**src/hdl/ptdl_pkg.sv**
```systemverilog
/*
 * Package for the PCI target decode and lock block: command codes, CPU
 * transfer type codes, address fields, state encoding and pin carriers.
 * Assumes a single system clock domain; PCI pins are sampled into it.
 */
package ptdl_pkg;
   // ==================================================================
   // PCI bus commands
   // ==================================================================
   localparam logic [3:0] CMD_MEM_READ = 4'h6;      // Memory read
   localparam logic [3:0] CMD_MEM_WRITE = 4'h7;     // Memory write
   localparam logic [3:0] CMD_MEM_READ_MULT = 4'hC; // Memory read multiple
   localparam logic [3:0] CMD_MEM_READ_LINE = 4'hE; // Memory read line
   localparam logic [3:0] CMD_MEM_WRITE_INV = 4'hF; // Write and invalidate
   // ==================================================================
   // CPU transfer type codes
   // ==================================================================
   localparam logic [3:0] TT_READ_ATOMIC = 4'hD;     // Reservation read
   localparam logic [3:0] TT_RWITM_ATOMIC = 4'hF;    // Read intent modify
   localparam logic [3:0] TT_WFLUSH_ATOMIC = 4'h9;   // Write flush atomic
   localparam logic [3:0] TT_WRITE_FLUSH = 4'h1;     // Lock-grant invalidate
   localparam logic [3:0] TT_SNOOP_READ = 4'hA;      // Plain snoop, reads
   localparam logic [3:0] TT_SNOOP_WRITE = 4'h6;     // Plain snoop, writes
   // ==================================================================
   // Address fields
   // ==================================================================
   localparam int ADDR_W = 32;         // PCI address width
   localparam int HIGH_BIT = 31;       // Selects the 2G..4G window
   localparam int BLOCK_LSB = 5;       // 32-byte lock block
   localparam int BLOCK_W = ADDR_W - BLOCK_LSB;
   localparam int MASTER_W = 3;        // Width of master identity
   // ==================================================================
   // Sequencer states
   // ==================================================================
   typedef enum logic [2:0]
   {
      ST_IDLE = 3'b000,     // Waiting for work
      ST_SNOOP = 3'b001,    // Access snoop on CPU bus
      ST_MEM = 3'b010,      // System memory cycle
      ST_LSNOOP = 3'b011,   // Lock grant or release snoop
      ST_WAIT = 3'b100      // Waiting for PCI frame to end
   } ptdl_state_e;
   // ==================================================================
   // Carriers
   // ==================================================================
   typedef struct packed
   {
      logic clk;                      // PCI clock level
      logic frame_n;                  // Frame, active low
      logic lock_n;                   // Lock, active low
      logic ign_hi;                   // ignore_high_address_bit_input
      logic [3:0] cmd;                // Bus command
      logic [ADDR_W-1:0] ad;          // Address
      logic [MASTER_W-1:0] master;    // Granted master identity
   } ptdl_pins_s;
   typedef struct packed
   {
      logic [3:0] tt;                 // Transfer type
      logic [ADDR_W-1:0] addr;        // Address
   } ptdl_cycle_s;
endpackage : ptdl_pkg

```
**src/hdl/ptdl_top.sv**
```systemverilog
/*
 * PCI target decode, memory mapping and single-block lock for the host
 * bridge. Assumes PCI pins arrive asynchronously (sampled here, PCI clock
 * edges found by sampling), the CPU bus side and memory port run on mclk_i.
 */
`timescale 1ns/1ps
module ptdl_top
(
   input wire logic mclk_i,                                    // System clock
   input wire logic reset_n_i,                                 // Sync reset
   input wire ptdl_pkg::ptdl_pins_s pci_i,                     // PCI pins
   input wire logic [ptdl_pkg::ADDR_W-1:0] top_of_memory_i,   // Populated top
   input wire logic cpu_start_i,                               // CPU cycle start
   input wire ptdl_pkg::ptdl_cycle_s cpu_i,                    // CPU cycle
   input wire logic snoop_ack_i,                               // Snoop ended
   input wire logic snoop_retry_i,                             // Snoop hit retry
   input wire logic mem_ack_i,                                 // Memory done
   output logic address_retry_o,                               // CPU retry
   output logic cpu_pass_o,                                    // CPU cycle allowed
   output logic pci_claim_o,                                   // Claim level
   output logic pci_retry_o,                                   // Target retry
   output logic snoop_req_o,                                   // Snoop request
   output ptdl_pkg::ptdl_cycle_s snoop_o,                      // Snoop cycle
   output logic mem_req_o,                                     // Memory request
   output logic mem_write_o,                                   // Memory direction
   output logic [ptdl_pkg::ADDR_W-1:0] mem_addr_o              // Memory address
);
   // ==================================================================
   // Functions
   // ==================================================================
   // Read commands that may reach memory
   function automatic logic is_rd(input logic [3:0] c);
      is_rd = (c == ptdl_pkg::CMD_MEM_READ) || (c == ptdl_pkg::CMD_MEM_READ_MULT)
         || (c == ptdl_pkg::CMD_MEM_READ_LINE);
   endfunction : is_rd
   // Write commands that may reach memory
   function automatic logic is_wr(input logic [3:0] c);
      is_wr = (c == ptdl_pkg::CMD_MEM_WRITE) || (c == ptdl_pkg::CMD_MEM_WRITE_INV);
   endfunction : is_wr
   // Block number of an address
   function automatic logic [ptdl_pkg::BLOCK_W-1:0] blk(input logic [31:0] a);
      blk = a[ptdl_pkg::ADDR_W-1:ptdl_pkg::BLOCK_LSB];
   endfunction : blk

   // ==================================================================
   // Pin sampling
   // ==================================================================
   ptdl_pkg::ptdl_pins_s meta;     // First stage
   ptdl_pkg::ptdl_pins_s pin;      // Second stage, safe to use
   logic clk_prev;                 // Previous PCI clock level
   logic frame_prev;               // Frame at previous PCI edge
   logic pci_edge;                 // PCI rising edge seen
   logic addr_phase;               // Address phase at this edge

   // Two-stage capture of every PCI pin
   always_ff @(posedge mclk_i)
   begin
      meta <= pci_i;
      pin <= meta;
   end

   // PCI clock edge and frame history
   always_ff @(posedge mclk_i)
   begin
      if (!reset_n_i)
      begin
         clk_prev <= pin.clk; // Track the pin so release shows no false edge
         frame_prev <= 1'b1;
      end
      else
      begin
         clk_prev <= pin.clk;
         if (pci_edge)
            frame_prev <= pin.frame_n;
      end
   end

   assign pci_edge = pin.clk & ~clk_prev;
   assign addr_phase = pci_edge && !pin.frame_n && frame_prev;

   // ==================================================================
   // Address decode
   // ==================================================================
   logic cmd_rd;                              // Memory read command
   logic cmd_wr;                              // Memory write command
   logic [ptdl_pkg::ADDR_W-1:0] sys_addr;     // Mapped memory address
   logic in_window;                           // Address window accepted
   logic mapped;                              // Claimable memory access
   logic hits_lock;                           // Touches the locked block

   assign cmd_rd = is_rd(pin.cmd);
   assign cmd_wr = is_wr(pin.cmd);
   // Drop the top bit; both windows land at 0..2G
   assign sys_addr = {1'b0, pin.ad[ptdl_pkg::HIGH_BIT-1:0]};
   assign in_window = pin.ad[ptdl_pkg::HIGH_BIT] || pin.ign_hi;
   // Only memory commands, only populated space; nothing goes to ROM,
   // config space or the CPU bus
   assign mapped = (cmd_rd || cmd_wr) && in_window
      && (sys_addr < top_of_memory_i);

   // ==================================================================
   // Lock state
   // ==================================================================
   logic lock_valid;                             // Lock in effect
   logic [ptdl_pkg::BLOCK_W-1:0] lock_blk;       // Locked block
   logic [ptdl_pkg::MASTER_W-1:0] lock_owner;    // Owning master
   logic lock_cand;                              // Claimed access may lock
   logic [ptdl_pkg::BLOCK_W-1:0] cand_blk;       // Candidate block
   logic grant;                                  // Lock granted now
   logic release_now;                            // Owner drops lock now
   logic lsnoop_pend;                            // Lock snoop owed
   logic [3:0] lsnoop_tt;                        // Its transfer type
   logic [ptdl_pkg::BLOCK_W-1:0] lsnoop_blk;     // Its block
   ptdl_pkg::ptdl_state_e state;                 // Sequencer state

   assign hits_lock = lock_valid && (blk(sys_addr) == lock_blk);
   assign grant = lock_cand && pci_edge && !pin.lock_n && !lock_valid;
   assign release_now = lock_valid && pci_edge && pin.lock_n && pin.frame_n
      && !lock_cand;

   // Lock record: one block, one owner
   always_ff @(posedge mclk_i)
   begin
      if (!reset_n_i)
      begin
         lock_valid <= 1'b0;
         lock_blk <= '0;
         lock_owner <= '0;
      end
      else if (grant)
      begin
         lock_valid <= 1'b1;
         lock_blk <= cand_blk;
         lock_owner <= pin.master;
      end
      else if (release_now)
         lock_valid <= 1'b0;
   end

   // Candidate lock: claimed access, checked at the following PCI edge
   always_ff @(posedge mclk_i)
   begin
      if (!reset_n_i)
      begin
         lock_cand <= 1'b0;
         cand_blk <= '0;
      end
      else if (addr_phase && mapped && !hits_lock)
      begin
         lock_cand <= 1'b1;
         cand_blk <= blk(sys_addr);
      end
      else if (pci_edge)
         lock_cand <= 1'b0;
   end

   // Owed lock snoops: grant wants flush, release a plain snoop
   always_ff @(posedge mclk_i)
   begin
      if (!reset_n_i)
      begin
         lsnoop_pend <= 1'b0;
         lsnoop_tt <= ptdl_pkg::TT_SNOOP_READ;
         lsnoop_blk <= '0;
      end
      else if (grant)
      begin
         lsnoop_pend <= 1'b1;
         lsnoop_tt <= ptdl_pkg::TT_WRITE_FLUSH;
         lsnoop_blk <= cand_blk;
      end
      else if (release_now)
      begin
         lsnoop_pend <= 1'b1;
         lsnoop_tt <= ptdl_pkg::TT_SNOOP_READ;
         lsnoop_blk <= lock_blk;
      end
      else if (state == ptdl_pkg::ST_IDLE)
         lsnoop_pend <= 1'b0;
   end

   // ==================================================================
   // PCI access sequencer
   // ==================================================================
   logic [ptdl_pkg::ADDR_W-1:0] acc_addr;   // Held memory address
   logic acc_wr;                            // Held direction
   logic acc_go;                            // Access waiting for sequencer

   // Capture a claimed access at its address phase
   always_ff @(posedge mclk_i)
   begin
      if (!reset_n_i)
      begin
         acc_go <= 1'b0;
         acc_addr <= '0;
         acc_wr <= 1'b0;
      end
      else if (addr_phase && mapped
         && !(hits_lock && pin.master != lock_owner))
      begin
         acc_go <= 1'b1;
         acc_addr <= sys_addr;
         acc_wr <= cmd_wr;
      end
      else if (state == ptdl_pkg::ST_IDLE && !lsnoop_pend)
         acc_go <= 1'b0;
   end

   // Snoop, then memory; lock snoops take priority
   always_ff @(posedge mclk_i)
   begin
      if (!reset_n_i)
      begin
         state <= ptdl_pkg::ST_IDLE;
         snoop_req_o <= 1'b0;
         snoop_o <= '0;
         mem_req_o <= 1'b0;
         mem_write_o <= 1'b0;
         mem_addr_o <= '0;
      end
      else
      begin
         case (state)
            ptdl_pkg::ST_IDLE:
            begin
               if (lsnoop_pend)
               begin
                  snoop_req_o <= 1'b1;
                  snoop_o <= {lsnoop_tt, lsnoop_blk, 5'h00};
                  state <= ptdl_pkg::ST_LSNOOP;
               end
               else if (acc_go)
               begin
                  snoop_req_o <= 1'b1;
                  snoop_o <= {acc_wr ? ptdl_pkg::TT_SNOOP_WRITE
                     : ptdl_pkg::TT_SNOOP_READ, acc_addr};
                  state <= ptdl_pkg::ST_SNOOP;
               end
            end
            ptdl_pkg::ST_LSNOOP:
            begin
               if (snoop_ack_i)
               begin
                  snoop_req_o <= 1'b0;
                  state <= ptdl_pkg::ST_IDLE;
               end
            end
            ptdl_pkg::ST_SNOOP:
            begin
               if (snoop_ack_i)
               begin
                  snoop_req_o <= 1'b0;
                  // Snoop hit abandons the memory cycle
                  if (snoop_retry_i)
                     state <= ptdl_pkg::ST_WAIT;
                  else
                  begin
                     mem_req_o <= 1'b1;
                     mem_write_o <= acc_wr;
                     mem_addr_o <= acc_addr;
                     state <= ptdl_pkg::ST_MEM;
                  end
               end
            end
            ptdl_pkg::ST_MEM:
            begin
               if (mem_ack_i)
               begin
                  mem_req_o <= 1'b0;
                  state <= ptdl_pkg::ST_WAIT;
               end
            end
            ptdl_pkg::ST_WAIT:
            begin
               if (pci_edge && pin.frame_n)
                  state <= ptdl_pkg::ST_IDLE;
            end
            default:
               state <= ptdl_pkg::ST_IDLE;
         endcase
      end
   end

   // ==================================================================
   // PCI target answers
   // ==================================================================
   // Claim and retry hold until a PCI edge sees the frame ended, the sequencer idle and no access pending
   always_ff @(posedge mclk_i)
   begin
      if (!reset_n_i)
      begin
         pci_claim_o <= 1'b0;
         pci_retry_o <= 1'b0;
      end
      else if (addr_phase && mapped)
      begin
         pci_claim_o <= 1'b1;
         pci_retry_o <= hits_lock && (pin.master != lock_owner);
      end
      else if (state == ptdl_pkg::ST_SNOOP && snoop_ack_i && snoop_retry_i)
         pci_retry_o <= 1'b1;
      else if (pci_edge && pin.frame_n && state == ptdl_pkg::ST_IDLE && !acc_go)
      begin
         pci_claim_o <= 1'b0;
         pci_retry_o <= 1'b0;
      end
   end

   // ==================================================================
   // CPU bus checks
   // ==================================================================
   logic cpu_hit;   // CPU cycle touches locked block
   assign cpu_hit = lock_valid && (blk(cpu_i.addr) == lock_blk);

   // Any TT to a locked block retried; otherwise passed unchanged
   always_ff @(posedge mclk_i)
   begin
      if (!reset_n_i)
      begin
         address_retry_o <= 1'b0;
         cpu_pass_o <= 1'b0;
      end
      else
      begin
         address_retry_o <= cpu_start_i && cpu_hit;
         cpu_pass_o <= cpu_start_i && !cpu_hit;
      end
   end

   // ==================================================================
   // Checks
   // ==================================================================
   chk_cpu_lock_retry: assert property (@(posedge mclk_i) disable iff (!reset_n_i)
      cpu_start_i && cpu_hit |=> address_retry_o && !cpu_pass_o)
      else $error("CPU access to locked block not retried");
   chk_atomic_read_pass: assert property (@(posedge mclk_i) disable iff (!reset_n_i)
      cpu_start_i && !lock_valid && cpu_i.tt == ptdl_pkg::TT_READ_ATOMIC
      |=> cpu_pass_o && !address_retry_o)
      else $error("Unlocked read atomic not passed");
   chk_single_lock: assert property (@(posedge mclk_i) disable iff (!reset_n_i)
      lock_valid && !release_now |=> $stable(lock_blk) && $stable(lock_owner))
      else $error("Second lock granted over held lock");
   chk_grant_flush: assert property (@(posedge mclk_i) disable iff (!reset_n_i)
      grant |=> lsnoop_pend && lsnoop_tt == ptdl_pkg::TT_WRITE_FLUSH)
      else $error("Lock grant without flush snoop");
   chk_release_snoop: assert property (@(posedge mclk_i) disable iff (!reset_n_i)
      release_now |=> !lock_valid && lsnoop_pend && lsnoop_tt == ptdl_pkg::TT_SNOOP_READ)
      else $error("Lock release wrong");
   chk_low_unclaimed: assert property (@(posedge mclk_i) disable iff (!reset_n_i)
      addr_phase && !pin.ad[ptdl_pkg::HIGH_BIT] && !pin.ign_hi && !pci_claim_o
      |=> !pci_claim_o && !acc_go)
      else $error("Low address claimed without ignore bit");
   chk_nonmem_ignored: assert property (@(posedge mclk_i) disable iff (!reset_n_i)
      addr_phase && !cmd_rd && !cmd_wr && !pci_claim_o |=> !pci_claim_o)
      else $error("Non-memory command claimed");
   chk_owner_retry: assert property (@(posedge mclk_i) disable iff (!reset_n_i)
      addr_phase && mapped && hits_lock && pin.master != lock_owner
      |=> pci_retry_o && !acc_go)
      else $error("Non-owner not retried on locked block");
   chk_snoop_then_mem: assert property (@(posedge mclk_i) disable iff (!reset_n_i)
      state == ptdl_pkg::ST_SNOOP && snoop_ack_i && !snoop_retry_i
      |=> mem_req_o && mem_addr_o == $past(acc_addr))
      else $error("Memory not accessed after clean snoop");
endmodule : ptdl_top

```
**config.mk**
```make
export PLATFORM = sky130hd
export DESIGN_NAME = ptdl_top
export DESIGN_NICKNAME = d
export VERILOG_FILES = /design/src/hdl/ptdl_pkg.sv /design/src/hdl/ptdl_top.sv
export SDC_FILE = /design/constraint.sdc
export NUM_CORES = 1
export LEC_CHECK = 0
export ABC_AREA = 0
export BUFFER_PORTS_ARGS = -buffer_cell sky130_fd_sc_hd__buf_4
export CORE_MARGIN = 8
export CORE_UTILIZATION = 60
export DETAILED_ROUTE_END_ITERATION = 12
export PLACE_DENSITY = 0.93
export SLEW_MARGIN = 10
export SYNTH_ARGS = -nofsm -noshare
export SYNTH_HDL_FRONTEND = slang
export SYNTH_SLANG_ARGS = --single-unit
```
**constraint.sdc**
```tcl
create_clock -name mclk_i -period 6.55 [get_ports mclk_i]
set_input_delay 0.655 -clock mclk_i [delete_from_list [all_inputs] [get_ports mclk_i]]
set_output_delay 0.655 -clock mclk_i [all_outputs]
set_load 0.01 [all_outputs]
```
==> impl_metrics.ini, run 1 <==
[die]
start_util_pct = 60.7
die_h_microns = 150
die_x_microns = 150
row_count = 49
core_sq_um = 17800
ios = 192
dieArea_sq_um = 22600

[yosys]
synth_area_per_cell_sq_um = 10.1
syn-cell-area_sq_um = 10800
synthCells = 1077
async_flop_share_pct = 0
synth_seq_cells = 282
yosys_warnings = 0
ys.flop_type = dfxtp_1
synth_edf_count = 0
yosysUniqueCellTypes = 50
ys_seq_area_share_pct = 52.1

[grt]
antenna_found_initial = 0
grt_max_degree = 135
grt_use_total_pct = 24.1
grt_pass1_wl_mm = 43.8
first_global_vias = 8461
grt-ovfl-total = 0

[worst_setup_path]
arrival_ns = 3.52
startpoint_type = flop
reg2reg_slack_ns = 3.49
slowest_stage = o21a_1
worstSetupEndpointType = flop
criticalPathCategory = reg -> reg
required_ns = 7.01
critPathMaxStageDelay_ns = 0.71
worst-path-max-fanout = 13
path_cells = ha_1 > a21o_1 > a211oi_1 > o21ai_1 > a211o_1 > a41oi_4 > o21a_1 > mux2i_1

[sta]
fmax_mhz = 327
timing.final.ws_setup_ns = 3.49
rsz0062_at_grt = no
tns_ns = 0
hold_viol_final = 0
finalMaxSlewViolations = 0
skew_ns = 0.0101
worst_slew_pin_slew_ns = 1.21
timing.final.crit_period_ns = 3.06
slew_headroom_pct = 18.8
period_share_pct = 46.8
setup_violations = 0

[finish]
fin_util_pct = 73.8
nets = 1377
antenna_cells = 0
synthToLayoutAreaGrowth_pct = 21.5
drive_above_1_share_pct = 19.4

[run_status]
status = completed

[power]
p_int_uw = 2750
vdd_drop_max_mv = 0.227
pwr-share-comb_pct = 5.4
seqPwrFrac_pct = 50.6
clock_power_share_pct = 44.0
p_per_area_nw_per_um2 = 267
power_leakage_uw = 0.00617
p_sw_share_pct = 21.8
switchingPower_uw = 765

[clock_tree]
clkLatencyLatePin_ns = 0.53
cts_resized = 0
clk_pin_slew_ns = 0.07
numCtsBuffers = 26
cts_tree = yes
postCtsSetupBuffers = 0
cts_hold_buf = 0
cts.sinks = 282
cts_root_buf = clkbuf_16
ctsHtreeMaxLevel = 1
cts_buffer_depth = 3

[flow_run]
max-cap-violations = 0

[placement]
gp_congestion = 0.873
place_hpwl_mm = 19.4
port-buffer-count = 180
post-place-ws_ns = 3.10

[routing]
drtIter0Drc = 701
dr.pass1.iters = 5
drt.antenna.violating_nets = 0
drc = 0
avgViaCountPerCell = 5.63
wire_per_inst_microns = 18.6
routed_wirelength_mm = 27.5
vias = 8325

[worst_hold_path]
hold_class = in -> reg
==> stage by stage <==
| step | instances | power [uW] | hold WS (ns) | cell area (sq um) |
|---|---|---|---|---|
| finish | 1479 | 3510 | 0.222 | 13200 |
| global route | 1479 | 3620 | 0.204 | 13200 |
| CTS | 1479 | 3520 | 0.213 | 13200 |
| detailed placement | 1431 | 2000 | 0.312 | 12300 |
| global placement | 1431 | 1990 | 0.311 | 12300 |
| floorplan | 1078 | 1910 | 0.310 | 10800 |
==> worst max-delay path, delay by kind of cell (launching register included) <==
kind	cells	cell delay [ns]
compound gates	6	2.05
fa+ha+maj	1	0.27
flops	1	0.39
mux	1	0.28
==> layout by cell type, fill, tap and decap left out, types with 3 or more instances in the layout <==
cell,synthesis,routed
clkbuf_8,0,6
nor3_1,8,8
nor4_1,7,7
ha_1,30,30
nand3_1,15,15
o21ai_0,9,9
nand2b_1,7,7
clkinv_2,0,7
nand4_1,13,13
nor2_1,20,17
a21oi_1,31,30
xor2_1,20,20
o21a_1,5,5
xnor2_1,34,34
mux2i_1,113,113
buf_4,3,185
nor3b_1,3,3
o211a_1,55,55
clkbuf_16,0,27
nand3b_1,3,3
inv_1,33,33
nand2_1,222,222
dfxtp_1,282,281
o21ai_1,5,5
nor2b_1,41,41
clkinvlp_4,0,4
a21boi_1,35,35
==> cells in the mapped netlist (all sizes together) (3+ instances only) <==
cell type	n	area (sq um)
o21a	5	37.5
nor3	8	40.0
nand3b	3	22.5
a21boi	35	263
xnor2	34	298
nand2	223	845
nand4	13	81.3
nor3b	3	22.5
o21ai	15	78.8
dfxtp	282	5650
inv	33	124
nor2	20	75.1
nand2b	8	57.6
nand3	15	75.1
xor2	20	175
clkbuf	47	176
nor2b	41	257
ha	30	375
a21oi	31	155
o211a	55	551
nor4	7	43.8
buf	15	105
mux2i	113	1130
==> cells by family (layout without fill, tap and decap cells) <==
| family | count (synthesis) | after routing | share of synthesized area [%] |
|---|---|---|---|
| compound gates | 155 | 155 | 11.4 |
| xor+xnor | 54 | 54 | 4.36 |
| fa+ha+maj | 30 | 30 | 3.46 |
| buf+inv | 96 | 268 | 3.78 |
| flops | 282 | 282 | 52.1 |
| mux | 114 | 114 | 10.5 |
| other cells | 1 | 2 | 0.0346 |
| simple gates | 345 | 345 | 14.3 |
==> power by group through the flow <==
stage          Clock [uW]  Combinational, uW  Sequential, uW
2_1_floorplan           0                102            1810
3_3_place_gp            0                179            1810
3_5_place_dp            0                185            1810
4_1_cts              1560                188            1780
5_1_grt              1640                205            1780
6_report             1550                189            1780
==> state kept, by name (all words and copies together), names as in the netlist <==
signal and cells:
acc_go 1, pci_retry_o 1, mem_addr_o 31, frame_prev 1, mem_req_o 1, mem_write_o 1
lock_blk 26, snoop_o 35, cand_blk 26, cpu_pass_o 1, acc_addr 31, pin 43
clk_prev 1, snoop_req_o 1, lsnoop_blk 26, lsnoop_pend 1, pci_claim_o 1, acc_wr 1
meta 43, lock_cand 1, lock_owner 3, address_retry_o 1, state 3, lsnoop_tt 2
==> layout make-up <==
class / count / area, sq um
flip-flops and latches: 282 / 5650
multi-input cells: 700 / 4810
fillers: 1139 / 4680
repair buffers: 186 / 1400
clock buffers: 35 / 766
well taps: 229 / 287
inverters: 34 / 128
clock inverters: 13 / 125
==> path summary, 6_finish.rpt <==
check / from / endpoint / cells after the start
worst max-delay path: pin[9]$_DFF_P_ / acc_addr[1]$_SDFFE_PN0P_ / 8
worst min-delay path: pci_i[4] / meta[4]$_DFF_P_ / 1
worst max register to register: pin[9]$_DFF_P_ / acc_addr[1]$_SDFFE_PN0P_ / 8
worst min register to register: meta[41]$_DFF_P_ / pin[41]$_DFF_P_ / 0
==> metal layers <==
metal  vias up  track usage (%)  share of wire, %
met2       357             37.3                45
met5         -                0                 0
met1      3967             32.3                43
met4         0             8.30               2.6
li1       3943                -                 -
met3        58             5.71               9.2
(Power assumes the default switching activity.)
==> run 2: changes to the inputs <==
--- a/config.mk
+++ b/config.mk
@@ -5,12 +5,12 @@
 export SDC_FILE = /design/constraint.sdc
 export NUM_CORES = 1
 export LEC_CHECK = 0
-export ABC_AREA = 0
+export ABC_AREA = 1
 export BUFFER_PORTS_ARGS = -buffer_cell sky130_fd_sc_hd__buf_4
 export CORE_MARGIN = 8
-export CORE_UTILIZATION = 60
+export CORE_UTILIZATION = 56
 export DETAILED_ROUTE_END_ITERATION = 12
-export PLACE_DENSITY = 0.93
+export PLACE_DENSITY = 0.88
 export SLEW_MARGIN = 10
 export SYNTH_ARGS = -nofsm -noshare
 export SYNTH_HDL_FRONTEND = slang
==> constraint.sdc (replaced) <==
create_clock -name mclk_i -period 3 [get_ports mclk_i]
set_input_delay 0.3 -clock mclk_i [delete_from_list [all_inputs] [get_ports mclk_i]]
set_output_delay 0.3 -clock mclk_i [all_outputs]
set_load 0.01 [all_outputs]
==> run 2 against run 1 <==
Net effect: clock power rose by 120%; first-iteration DRC count rose by 25%; routed wire length rose by 22%; global-route usage rose by 2.5 points; combinational power rose to 2.8 times the previous value; setup slack got worse by 3.0 ns; non-clock buffer count rose by 57; total power rose by 120%; clock-buffer cell count rose by 6; sequential power rose by 120%.
==> impl_metrics.ini, run 2 <==
[run_status]
status = completed

[yosys]
synth_seq_cells = 282
yosys.area.top_type = dfxtp_1
synth_xor_area_share_pct = 1.63
synth_edf_count = 0
synthTopCellsByCount = dfxtp_1, nand2_1, nor2_1
synth_top_area_share_pct = 50.4
syn-cell-area_sq_um = 11200
synth.area.top_cells = dfxtp_1, nand2_1, nor2_1, o21ai_0, inv_1
ys_seq_area_share_pct = 50.4
synth-simple-area-share_pct = 23.2
yosys_warnings = 0
yosysUniqueCellTypes = 46
ys.flop_type = dfxtp_1
synth_compound_gate_area_share_pct = 12.2
synth_top_family_by_area = simple AND/OR/NAND/NOR gates
synthCells = 1392
synth_fa_ha_area_share_pct = 3.35
async_flop_share_pct = 0
synth.mux.area_fraction_pct = 0.536
synth_area_per_cell_sq_um = 8.05
post-synth-top-count-cell = dfxtp_1

[placement]
gp_congestion = 0.937
numPlacedInstances = 1784
port-buffer-count = 180
postPlaceCellArea_sq_um = 12700
place_hpwl_mm = 23.1
post-place-ws_ns = 0.567

[routing]
drc = 0
avgViaCountPerCell = 5.42
wire_per_inst_microns = 17.8
vias = 10154
dr.pass1.iters = 5
drtIter0Drc = 877
routed_wirelength_mm = 33.4
drt.antenna.violating_nets = 0

[worst_setup_path]
arrival_ns = 2.95
critPathBufInv = 1
path_delay_family = simple AND/OR/NAND/NOR gates
regToRegStartpoint = pin[25]$_DFF_P_
path_common_cell = nor2_1
critPathMaxStageDelay_ns = 0.45
criticalPathCategory = reg -> reg
startpoint_type = flop
worst-path-max-fanout = 17
worstSetupEndpointType = flop
required_ns = 3.47
slowest_stage = dfxtp_1
setup.worst_path.start = pin[25]$_DFF_P_
path_cells = ha_1 > nand2_1 > nor2_1 > nor3_2 > nand2_1 > a21oi_2 > nand4_4 > nor2_4 > buf_12 > nor2_1 > nor2_1

[finish]
nets = 1740
drive_above_1_share_pct = 19.1
antenna_cells = 0
largestRegisters = meta: 43 flops, pin: 43 flops, snoop_o: 35 flops
synthToLayoutAreaGrowth_pct = 25.5
post-route-cell-area_sq_um = 14100
seqCellArea_sq_um = 5650
fillCellCount = 1474
multi_input_area_sq_um = 4610
final_common_cell = dfxtp_1
fin_cells = 1875
final_cell_mix = dfxtp_1, nand2_1, buf_4, nor2_1, inv_1

[grt]
antenna_found_initial = 0
grt_pass1_wl_mm = 52.3
first_global_vias = 9991
grt_use_total_pct = 26.6
grt_max_degree = 78
grt-ovfl-total = 0

[die]
core_sq_um = 19500
ios = 192
row_count = 51
die_h_microns = 157
start_util_pct = 57.4
dieArea_sq_um = 24800
die_x_microns = 157

[clock_tree]
clk_pin_slew_ns = 0.06
numCtsBuffers = 28
cts_resized = 0
ctsHtreeMaxLevel = 1
cts.sinks = 282
clkLatencyLatePin_ns = 0.54
cts_buffer_depth = 3
cts_tree = yes
cts_root_buf = clkbuf_16

[sta]
timing.final.crit_period_ns = 2.48
fmax_mhz = 403
tns_ns = 0
worst_slew_pin_slew_ns = 0.773
period_share_pct = 82.7
skew_ns = 0.00954
finalMaxSlewViolations = 0
slew_headroom_pct = 48.2
timing.final.ws_setup_ns = 0.520
rsz0062_at_grt = no
setup_violations = 0
hold_viol_final = 0

[worst_hold_path]
hold_class = in -> reg
min-delay-start = cpu_start_i

[power]
vdd_drop_max_mv = 0.537
power_leakage_uw = 0.00629
p_per_area_nw_per_um2 = 553
p_total_uw = 7770

[flow_run]
max-cap-violations = 0
==> run 2: cell count changes after synthesis, moves of 19 or more <==
| cell | previous run | this run |
|---|---|---|
| a21boi_1 | 35 | 0 |
| a21oi_1 | 31 | 82 |
| a31oi_1 | 1 | 26 |
| buf_2 | 5 | 24 |
| inv_1 | 33 | 143 |
| mux2i_1 | 113 | 6 |
| nand4_1 | 13 | 65 |
| nor2_1 | 20 | 178 |
| nor2_2 | 0 | 41 |
| nor2b_1 | 41 | 0 |
| o211a_1 | 55 | 0 |
| o21ai_0 | 9 | 114 |
| xnor2_1 | 34 | 10 |
==> run 2: area by class of cell <==
| type | instances | share of cell area, % |
|---|---|---|
| sequential | 282 | 40.2 |
| multi-input combinational | 885 | 32.8 |
| clock buffer | 41 | 5.77 |
| clock inverter | 6 | 0.454 |
| timing repair buffer | 243 | 14.4 |
| tap | 265 | 2.36 |
| inverter | 153 | 4.09 |
==> run 2: layer usage <==
layer	share of wire [%]	GRT usage, %
met1	42	34.1
met2	45	42.4
met4	3.0	8.39
met3	10	7.57
met5	0	0
==> run 2: final timing paths <==
path                                      to  slack, ns  cells past startpoint
hold reg to reg              pin[39]$_DFF_P_       0.33                      0
setup reg to reg   cand_blk[25]$_SDFFE_PN0P_       0.52                     11
setup / recovery   cand_blk[25]$_SDFFE_PN0P_       0.52                     11
hold / removal    address_retry_o$_SDFF_PN0_       0.04                      3
==> run 2: timing repair <==
item | CTS | global route
hold buffers | 44 | 0
endpoints found under the hold margin | 44 | 0
setup buffers | 0 | 0
endpoints found under the setup margin | 0 | 0
==> run 2: kinds of logic (layout without fill, tap and decap cells) <==
group                      after synthesis  in the layout
and+or+nand+nor                        573            573
muxes                                    6              6
DFF                                    282            282
xor gates and xnor gates                20             20
AOI/OAI and AO/OA                      254            254
buffers and inverters                  226            443
other                                    1              2
adders and majority gates               30             30
==> run 2: power by group <==
part | total, uW | switching, uW | internal (uW)
Clock | 3350 | 1400 | 1950
Combinational | 526 | 276 | 250
Sequential | 3900 | 62.0 | 3830
==> run 2: metrics by stage <==
step                      util, %  hold WS [ns]
after floorplan                 -         0.310
after global placement       65.2         0.310
after detailed placement     65.2         0.312
after CTS                    72.0        0.0170
after global routing         72.0        0.0326
final                        72.0        0.0381
==> run 2: worst reg2reg max path: stages, from the launching register on <==
cell and delay [ns]:
dfxtp_1 0.45, ha_1 0.29, nand2_1 0.14, nor2_1 0.08, nor3_2 0.11, nand2_1 0.13
a21oi_2 0.23, nand4_4 0.20, nor2_4 0.41, buf_12 0.23, nor2_1 0.06, nor2_1 0.09
